==> config.mk <==
export PLATFORM = sky130hd
export DESIGN_NAME = osc_select_ctrl
export DESIGN_NICKNAME = d
export VERILOG_FILES = /design/src/core/osc_pkg.sv /design/src/core/osc_select_ctrl.sv
export SDC_FILE = /design/constraint.sdc
export NUM_CORES = 1
export LEC_CHECK = 0
export BUFFER_PORTS_ARGS = -buffer_cell sky130_fd_sc_hd__buf_2
export CAP_MARGIN = 0
export CORE_MARGIN = 1.5
export CORE_UTILIZATION = 48
export CTS_BUF_LIST = sky130_fd_sc_hd__clkbuf_2
export DETAILED_ROUTE_END_ITERATION = 6
export PLACE_DENSITY = 0.77
export SKIP_CTS_REPAIR_TIMING = 1
export SLEW_MARGIN = 20
export SYNTH_ARGS = -nofsm -noshare
export SYNTH_HDL_FRONTEND = slang
export SYNTH_SLANG_ARGS = --single-unit
==> constraint.sdc <==
create_clock -name clk_in -period 5.15 [get_ports clk_in]
set_input_delay 0.7725 -clock clk_in [delete_from_list [all_inputs] [get_ports clk_in]]
set_output_delay 0.7725 -clock clk_in [all_outputs]
set_load 0.01 [all_outputs]
==> src/core/osc_pkg.sv <==
// Constants for the oscillator selection control block
package osc_pkg;
    localparam logic [7:0]  OSC_CTRL_ADDR    = 8'h00;
    localparam logic [7:0]  OSC_UNLOCK_ADDR  = 8'h04;
    localparam logic [31:0] UNLOCK_KEY_ONE   = 32'haa99_6655;
    localparam logic [31:0] UNLOCK_KEY_TWO   = 32'h5566_99aa;
    localparam int          DIV_LSB          = 24;
    localparam int          MULT_LSB         = 16;
    localparam int          CUR_LSB          = 12;
    localparam int          REQ_LSB          = 8;
    localparam int          LOCK_BIT         = 7;
    localparam int          USB_LOCK_BIT     = 6;
    localparam int          SYS_LOCK_BIT     = 5;
    localparam int          SLEEP_BIT        = 4;
    localparam int          SWITCH_BIT       = 0;
    localparam logic [2:0]  MULT_RESET       = 3'h0;
    localparam logic [2:0]  DIV_RESET        = 3'h0;
    localparam logic [2:0]  SRC_FAST_RC_DIV  = 3'h7;
    localparam logic [2:0]  SWITCH_TIME_NS   = 3'h0;
    localparam int          CLK_PERIOD_NS    = 8;
    localparam int          SWITCH_NS        = 80;
    localparam logic [7:0]  SWITCH_CYCLES    = 8'((SWITCH_NS + CLK_PERIOD_NS - 1) / CLK_PERIOD_NS);
    localparam logic [1:0]  MON_LOCKABLE_BIT = 2'h2;
endpackage

==> src/core/osc_select_ctrl.sv <==
// Oscillator control register, source switch sequencing and lock status
//
// The placing of the registers and the address-and-strobe port are this design's own decisions.
`timescale 1ns/1ps

// Operation
// - Multiplier code in bits 18-16 selects a factor of 15,16,17,18,19,20,21 or 24.
// - Bits 14-12 report the clock source currently running.
// - Bits 10-8 hold the requested source in the same encoding.
// - Source code 111 divides the fast RC clock by the ratio in bits 26:24.
// - Every reset loads the requested source from the configuration select field.
// - With monitor config 1x a set lock bit 7 blocks selection changes.
// - With monitor config 0x selections stay writable whatever the lock bit.
// - Bit 6 reads the USB PLL lock or timer-expired status.
// - Bit 5 reads the system PLL lock or timer-expired status.
// - Bit 4 picks sleep when set and idle when clear for the wait instruction.
// - Writes to the control register take effect only as the first control write after an unlock sequence.
// - Bits 15 and 11 always read as zero.
module osc_select_ctrl (
    input  wire logic        clk_in,
    input  wire logic        reset_in,
    input  wire logic [7:0]  addr_in,
    input  wire logic [31:0] wdata_in,
    input  wire logic        wr_in,
    input  wire logic        rd_in,
    input  wire logic [2:0]  cfg_source_select_in,
    input  wire logic [1:0]  switch_monitor_cfg_in,
    input  wire logic        usb_pll_lock_in,
    input  wire logic        sys_pll_lock_in,
    output logic      [31:0] rdata_out,
    output logic      [4:0]  pll_factor_out,
    output logic      [2:0]  active_source_out,
    output logic      [2:0]  fast_rc_divider_out,
    output logic             sleep_on_wait_out
);
    typedef enum logic [1:0] {
        OSC_IDLE   = 2'b00,
        OSC_SWITCH = 2'b01
    } osc_state_t;

    typedef struct packed {
        osc_state_t  state;
        logic [1:0]  unlock_stage;
        logic [7:0]  sw_count;
        logic [2:0]  pll_multiplier;
        logic [2:0]  fast_rc_divider;
        logic [2:0]  current_source;
        logic [2:0]  requested_source;
        logic        selection_lock;
        logic        sleep_on_wait;
        logic [1:0]  usb_sync;
        logic [1:0]  sys_sync;
        logic [2:0]  cfg_meta;
        logic [2:0]  cfg_sync;
        logic        cfg_load;
        logic [31:0] rdata;
        logic [4:0]  pll_factor;
    } osc_regs_t;

    osc_regs_t s_q;
    osc_regs_t s_d;

    ////////////////////////////////////////////////////////////////////////
    // Multiplier decode
    function automatic logic [4:0] osc_mult_factor(input logic [2:0] code);
        logic [4:0] f;
        f = 5'h0f;
        case (code)
            3'h7:    f = 5'h18;
            default: f = 5'(5'h0f + {2'h0, code});
        endcase
        return f;
    endfunction

    ////////////////////////////////////////////////////////////////////////
    // Register read image
    function automatic logic [31:0] osc_image(input osc_regs_t s);
        logic [31:0] v;
        v = 32'h0;
        v[osc_pkg::DIV_LSB +: 3]   = s.fast_rc_divider;
        v[osc_pkg::MULT_LSB +: 3]  = s.pll_multiplier;
        v[osc_pkg::CUR_LSB +: 3]   = s.current_source;
        v[osc_pkg::REQ_LSB +: 3]   = s.requested_source;
        v[osc_pkg::LOCK_BIT]       = s.selection_lock;
        v[osc_pkg::USB_LOCK_BIT]   = s.usb_sync[1];
        v[osc_pkg::SYS_LOCK_BIT]   = s.sys_sync[1];
        v[osc_pkg::SLEEP_BIT]      = s.sleep_on_wait;
        v[osc_pkg::SWITCH_BIT]     = (s.state == OSC_SWITCH);
        return v;
    endfunction

    logic frozen;
    logic ctrl_wr;
    logic unlock_wr;

    always_comb begin
        // Lock only matters with monitor config 1x
        frozen    = s_q.selection_lock && switch_monitor_cfg_in[1];
        ctrl_wr   = wr_in && (addr_in == osc_pkg::OSC_CTRL_ADDR);
        unlock_wr = wr_in && (addr_in == osc_pkg::OSC_UNLOCK_ADDR);
    end

    ////////////////////////////////////////////////////////////////////////
    // Next state
    always_comb begin
        s_d = s_q;
        s_d.usb_sync = {s_q.usb_sync[0], usb_pll_lock_in};
        s_d.sys_sync = {s_q.sys_sync[0], sys_pll_lock_in};
        s_d.cfg_meta = cfg_source_select_in;
        s_d.cfg_sync = s_q.cfg_meta;
        s_d.cfg_load = 1'b0;
        if (s_q.cfg_load) begin
            s_d.requested_source = s_q.cfg_sync;
            s_d.current_source   = s_q.cfg_sync;
        end
        // Unlock: two key writes in a row, then one control write
        if (unlock_wr) begin
            if (wdata_in == osc_pkg::UNLOCK_KEY_ONE) begin
                s_d.unlock_stage = 2'h1;
            end else if (wdata_in == osc_pkg::UNLOCK_KEY_TWO && s_q.unlock_stage == 2'h1) begin
                s_d.unlock_stage = 2'h2;
            end else begin
                s_d.unlock_stage = 2'h0;
            end
        end else if (ctrl_wr) begin
            s_d.unlock_stage = 2'h0;
            if (s_q.unlock_stage == 2'h2 && !s_q.cfg_load) begin
                s_d.sleep_on_wait = wdata_in[osc_pkg::SLEEP_BIT];
                s_d.selection_lock = wdata_in[osc_pkg::LOCK_BIT];
                if (!frozen) begin
                    s_d.pll_multiplier   = wdata_in[osc_pkg::MULT_LSB +: 3];
                    s_d.fast_rc_divider  = wdata_in[osc_pkg::DIV_LSB +: 3];
                    s_d.requested_source = wdata_in[osc_pkg::REQ_LSB +: 3];
                    if (wdata_in[osc_pkg::SWITCH_BIT] && s_q.state == OSC_IDLE) begin
                        s_d.state    = OSC_SWITCH;
                        s_d.sw_count = osc_pkg::SWITCH_CYCLES;
                    end
                end else begin
                    s_d.selection_lock = 1'b1;
                end
            end
        end
        case (s_q.state)
            OSC_SWITCH: begin
                if (s_q.sw_count <= 8'h1) begin
                    s_d.state          = OSC_IDLE;
                    s_d.current_source = s_q.requested_source;
                    s_d.sw_count       = 8'h0;
                end else begin
                    s_d.sw_count = s_q.sw_count - 8'h1;
                end
            end
            OSC_IDLE: begin
                // A start requested by the write above stands
            end
            default: s_d.state = OSC_IDLE;
        endcase
        s_d.rdata = 32'h0;
        if (rd_in && addr_in == osc_pkg::OSC_CTRL_ADDR) begin
            s_d.rdata = osc_image(s_q);
        end
        s_d.pll_factor = osc_mult_factor(s_d.pll_multiplier);
    end

    always_ff @(posedge clk_in) begin
        if (reset_in) begin
            s_q                 <= '0;
            s_q.state           <= OSC_IDLE;
            s_q.pll_multiplier  <= osc_pkg::MULT_RESET;
            s_q.fast_rc_divider <= osc_pkg::DIV_RESET;
            s_q.pll_factor      <= 5'h0f;
            s_q.cfg_load        <= 1'b1;
            // Config select keeps moving through its synchroniser in reset
            s_q.cfg_meta        <= cfg_source_select_in;
            s_q.cfg_sync        <= s_q.cfg_meta;
        end else begin
            s_q <= s_d;
        end
    end

    assign rdata_out           = s_q.rdata;
    assign pll_factor_out      = s_q.pll_factor;
    assign active_source_out   = s_q.current_source;
    assign fast_rc_divider_out = s_q.fast_rc_divider;
    assign sleep_on_wait_out   = s_q.sleep_on_wait;
endmodule

==> results.toml, run 1 <==
[setup_path]
critical_path.startpoint_type = "primary input"
cp-end-kind = "register"
cp.required_ns = 5.52
worstPathMaxFanout = 21
path_class = "primary input to register"
cp_data_arrival_time_ns = 2.46

[clock_tree]
clockBufferDepth = 2
cts_buffers = 9
clk_pin_slew_ns = 0.15
ctsRootBufferMaster = "clkbuf_2"
cts_tree = "done"
clock_latency_ns = 0.47
cts-htree-levels = 3
clock_sink_count = 59

[timing]
fin_skew_ns = 0.0376
max_freq_mhz = 479
holdWs_ns = 0.344
setup_violations = 0
fin_ws_ns = 3.06
maxSlewHeadroom = 0.632
setup-tns-final_ns = 0
finalHoldViolations = 0
fin_crit_sh = 0.406
worstMarginPinSlew_ns = 0.553
drv_slew = 0
rsz0062_at_grt = "false"
min_period_ns = 2.09

[global_route]
grt_max_degree = 31
grt_pass1_vias = 1953
antenna_found_initial = 0
grt_usage = 0.192
grt-ovfl-total = 0
grt_first_pass_wirelength_um = 9110

[detailed_routing]
wirelength_um = 5620
via_per_inst = 5.18
wl_per_cell_um = 13.5
initialDrtViolationCount = 93
dr_total_vias = 2160
first_pass_iters = 4
detail-route-antenna-nets = 0
remaining_drc_errors = 0

[yosys]
ys.flop_type = "dfxtp_1"
syn_area_per_cell_sq_um = 9.36
synthArstFlopShare = 0
yosysUniqueCellTypes = 48
synth_edf_count = 0
yosys.area.top_type = "dfxtp_1"
yosysSeqAreaShare = 0.437
ys_top_cells_by_area = "dfxtp_1 44%, buf_4 12%, mux2i_1 4.4%"
synth_seq_cells = 59
synth_area_sq_mm = 0.00270
yosysWarnings = 0
syn_inst = 289
yosysTopAreaCellShare = 0.437

[power_and_ir_drop]
power.leakage_nw = 1.32
p_per_area_mw_per_mm2 = 265
vdd_drop_max_uv = 147

[floorplanning]
fp.dieArea_sq_mm = 0.00609
io_pins = 95
start_util = 0.494
dieHeight_um = 78.1
die_x_um = 78.1
rows = 27
core_area_sq_mm = 0.00547

[layout]
drive_gt1_frac = 0.293
final_common_cell = "buf_2"
nets = 395
fin_area_sq_mm = 0.00299
syn2layout_area_growth_pct = 10.4
antenna_cells = 0
layout_common_cells = "78 x buf_2, 59 x dfxtp_1, 17 x nor2_1"

[place]
placed_cell_area_sq_mm = 0.00289
dp.final_hpwl_um = 4160
globalplace.congestion = 0.807
dp_worst_setup_slack_ns = 2.59
port_buffers = 78

[job]
maxCapViolCount = 0

[min_path]
hold_class = "register to register"

[run_status]
status = "completed"
[kinds of logic after synthesis]
| family | synth area share |
|---|---|
| simple gates | 0.271 |
| flops | 0.437 |
| buf+inv | 0.142 |
| compound gates | 0.0907 |
| mux | 0.0444 |
| fa+ha+maj | 0.0139 |
| other cells | 0.00139 |
[where the power goes]
part	total [W]	switching, W	leakage (nW)	internal [W]
logic	0.0000539	0.0000295	0.776	0.0000244
registers	0.000469	0.00000496	0.480	0.000464
clock network	0.000267	0.000157	0.0669	0.000110
total	0.000790	0.000191	1.32	0.000599
[flip-flops by register name, summed over array words and instances, names as in the netlist]
register             count
pll_factor_out           5
s_d                      5
rdata_out               17
sleep_on_wait_out        1
active_source_out        3
fast_rc_divider_out      3
s_q                     25
[final timing paths]
| path | slack, ns | startpoint | to | cells past startpoint |
|---|---|---|---|---|
| max | 3.06 | addr_in[1] | s_q[69] | 6 |
| min | 0.34 | s_d[38] | s_q[38] | 0 |
| max reg2reg | 3.16 | s_q[37] | s_q[69] | 5 |
| min reg2reg | 0.34 | s_d[38] | s_q[38] | 0 |
[critical path, cell delays in order]
cell and delay, ns:
buf_2 0.10, nor4_1 0.51, nand4_1 0.15, buf_4 0.24
or3_1 0.44, a41o_1 0.24
[cell usage after synthesis (all sizes together), types with 3 or more instances]
cell / instances
nor4b: 3
clkbuf: 8
inv: 4
nand3: 7
nor4bb: 4
nand4b: 5
or4: 4
dfxtp: 59
nor2b: 6
o21ai: 8
and2: 16
buf: 46
nor3: 9
or4b: 4
nor4: 7
a21oi: 6
and3: 3
nand2: 16
nor2: 17
mux2i: 12
a31oi: 3
nand4: 5
a211oi: 6
or3: 5
ha: 3
[per-layer routing]
metal  track usage  vias up  routed length [um]
met1         0.227      976                2400
met5             0        -                   0
li1              -     1086                   -
met4        0.0661        0                  80
met3        0.0628        8                 432
met2         0.325       90                2710
[final cells by class]
cell class                 instances  area (sq um)
clock buffer                      11          55.1
clock inverter                     4          42.5
fill                             516          2490
inverter                           4          15.0
multi-input combinational        187          1200
sequential                        59          1180
tap                               72          90.1
timing repair buffer              80           405
[metrics by stage]
| step | power, W | util | std cells |
|---|---|---|---|
| CTS | 0.000797 | 0.545 | 417 |
| global placement | 0.000532 | 0.528 | 402 |
| floorplan | 0.000512 | - | 304 |
| finish | 0.000790 | 0.545 | 417 |
| detailed placement | 0.000533 | 0.528 | 402 |
| global route | 0.000829 | 0.545 | 417 |
Note: power is estimated with default switching activity, not from simulation.
==> run 2, diff against run 1 <==
- clock period: 5.15 -> 2.01 ns (I/O delays scaled with it)
==> run 2 against run 1 <==
  * Clock-buffer cell count is 1 lower
  * Clock skew is 0.016 ns lower
  * Largest power group unchanged
  * Critical endpoint is now s_q[68]
  * First-iteration DRC count up 12%
  * Total power increased by 140%
==> results.toml, run 2 (synthesized netlist as in run 1, its figures left out) <==
[layout]
syn2layout_area_growth_pct = 14.0
antenna_cells = 0
nets = 409
fin_cells = 432
final_common_cell = "buf_2"
fin_util = 0.563
regMostFlops = "s_q"
drive_gt1_frac = 0.314
largest_reg_flops = 25
fillers = 509
layout_common_cells = "78 x buf_2, 59 x dfxtp_1, 17 x nor2_1"

[detailed_routing]
wirelength_um = 5550
initialDrtViolationCount = 104
detail-route-antenna-nets = 0
via_per_inst = 5.17
wl_per_cell_um = 12.9
first_pass_iters = 4
dr_total_vias = 2233
remaining_drc_errors = 0

[place]
place_inst = 413
dp.final_hpwl_um = 4170
dp_worst_setup_slack_ns = 0.0639
globalplace.congestion = 0.857
port_buffers = 78

[timing]
fin_skew_ns = 0.0219
drv_slew = 0
fin_crit_sh = 0.950
fin_ws_ns = 0.0995
finalHoldViolations = 0
min_period_ns = 1.91
setup_violations = 0
max_freq_mhz = 523
setup-tns-final_ns = 0
rsz0062_at_grt = "false"

[power_and_ir_drop]
vdd_drop_max_uv = 362
power.leakage_nw = 1.38
p_per_area_mw_per_mm2 = 625
finalPower_w = 0.00193

[clock_tree]
cts-htree-levels = 3
cts_tree = "done"
ctsRootBufferMaster = "clkbuf_2"
cts_buffers = 9
clock_sink_count = 59
clock_latency_ns = 0.46
clk_pin_slew_ns = 0.16
clockBufferDepth = 2

[setup_path]
path_buf_inv = 0
critical_path.startpoint_type = "register"
slowest_delay_ns = 0.56
cp_data_arrival_time_ns = 2.27
cp_slowest_cell = "or4_4"
cp.required_ns = 2.37
crit_path_cell_trace = "or4_4, or4_1, a32oi_1, o32ai_1"
worstPathMaxFanout = 6
crit_family = "simple AND/OR/NAND/NOR gates"
path_class = "register to register"
cp-end-kind = "register"

[global_route]
antenna_found_initial = 0
grt_pass1_vias = 2001
grt-ovfl-total = 0
grt_usage = 0.189
grt_max_degree = 30
grt_first_pass_wirelength_um = 9130

[floorplanning]
dieHeight_um = 78.1
die_x_um = 78.1
start_util = 0.494
fp.dieArea_sq_mm = 0.00609
io_pins = 95
core_area_sq_mm = 0.00547
rows = 27

[min_path]
hold_class = "primary input to register"

[job]
maxCapViolCount = 0

[run_status]
status = "completed"
[run 2: layout make-up]
cell class / count / area, sq um / area share
flip-flops and latches: 59 / 1180 / 0.383
inverters: 4 / 15.0 / 0.00487
clock inverters: 6 / 32.5 / 0.0106
clock buffers: 10 / 50.0 / 0.0162
well taps: 72 / 90.1 / 0.0292
multi-input cells: 187 / 1200 / 0.388
repair buffers: 94 / 518 / 0.168
[run 2: routing by layer]
metal / routed length [um] / vias up / track usage / part of all wire
met3: 428 / 7 / 0.0488 / 0.077
li1: - / 1113 / - / -
met5: 0 / - / 0 / 0
met1: 2420 / 1020 / 0.233 / 0.44
met4: 94 / 0 / 0.0875 / 0.017
met2: 2610 / 93 / 0.310 / 0.47
[run 2: worst register-to-register path: stages, from the launching register on]
cell and delay (ns):
dfxtp_1 0.37, or4_4 0.56, or4_1 0.55, a32oi_1 0.25, o32ai_1 0.09
[run 2: final timing paths]
path	startpoint	to	slack, ns	cells after the start
worst max-delay path	s_q[65]	s_q[68]	0.1	4
worst min-delay path	usb_pll_lock_in	s_d[47]	0.05	2
worst max register to register	s_q[65]	s_q[68]	0.1	4
worst min register to register	s_d[39]	s_q[39]	0.33	0
[run 2: power breakdown]
group / total (W) / switching [W] / internal [W]
Sequential: 0.00120 / 0.00000970 / 0.00119
Combinational: 0.000152 / 0.0000805 / 0.0000714
Clock: 0.000575 / 0.000420 / 0.000155
Total: 0.00193 / 0.000510 / 0.00142
[run 2: per-stage QoR]
step | hold slack, ns | area, sq um
after floorplan | 0.310 | 2760
after global placement | 0.310 | 2970
after detailed placement | 0.312 | 2970
after CTS | -0.111 | 3050
after global routing | 0.0131 | 3080
final | 0.0537 | 3080
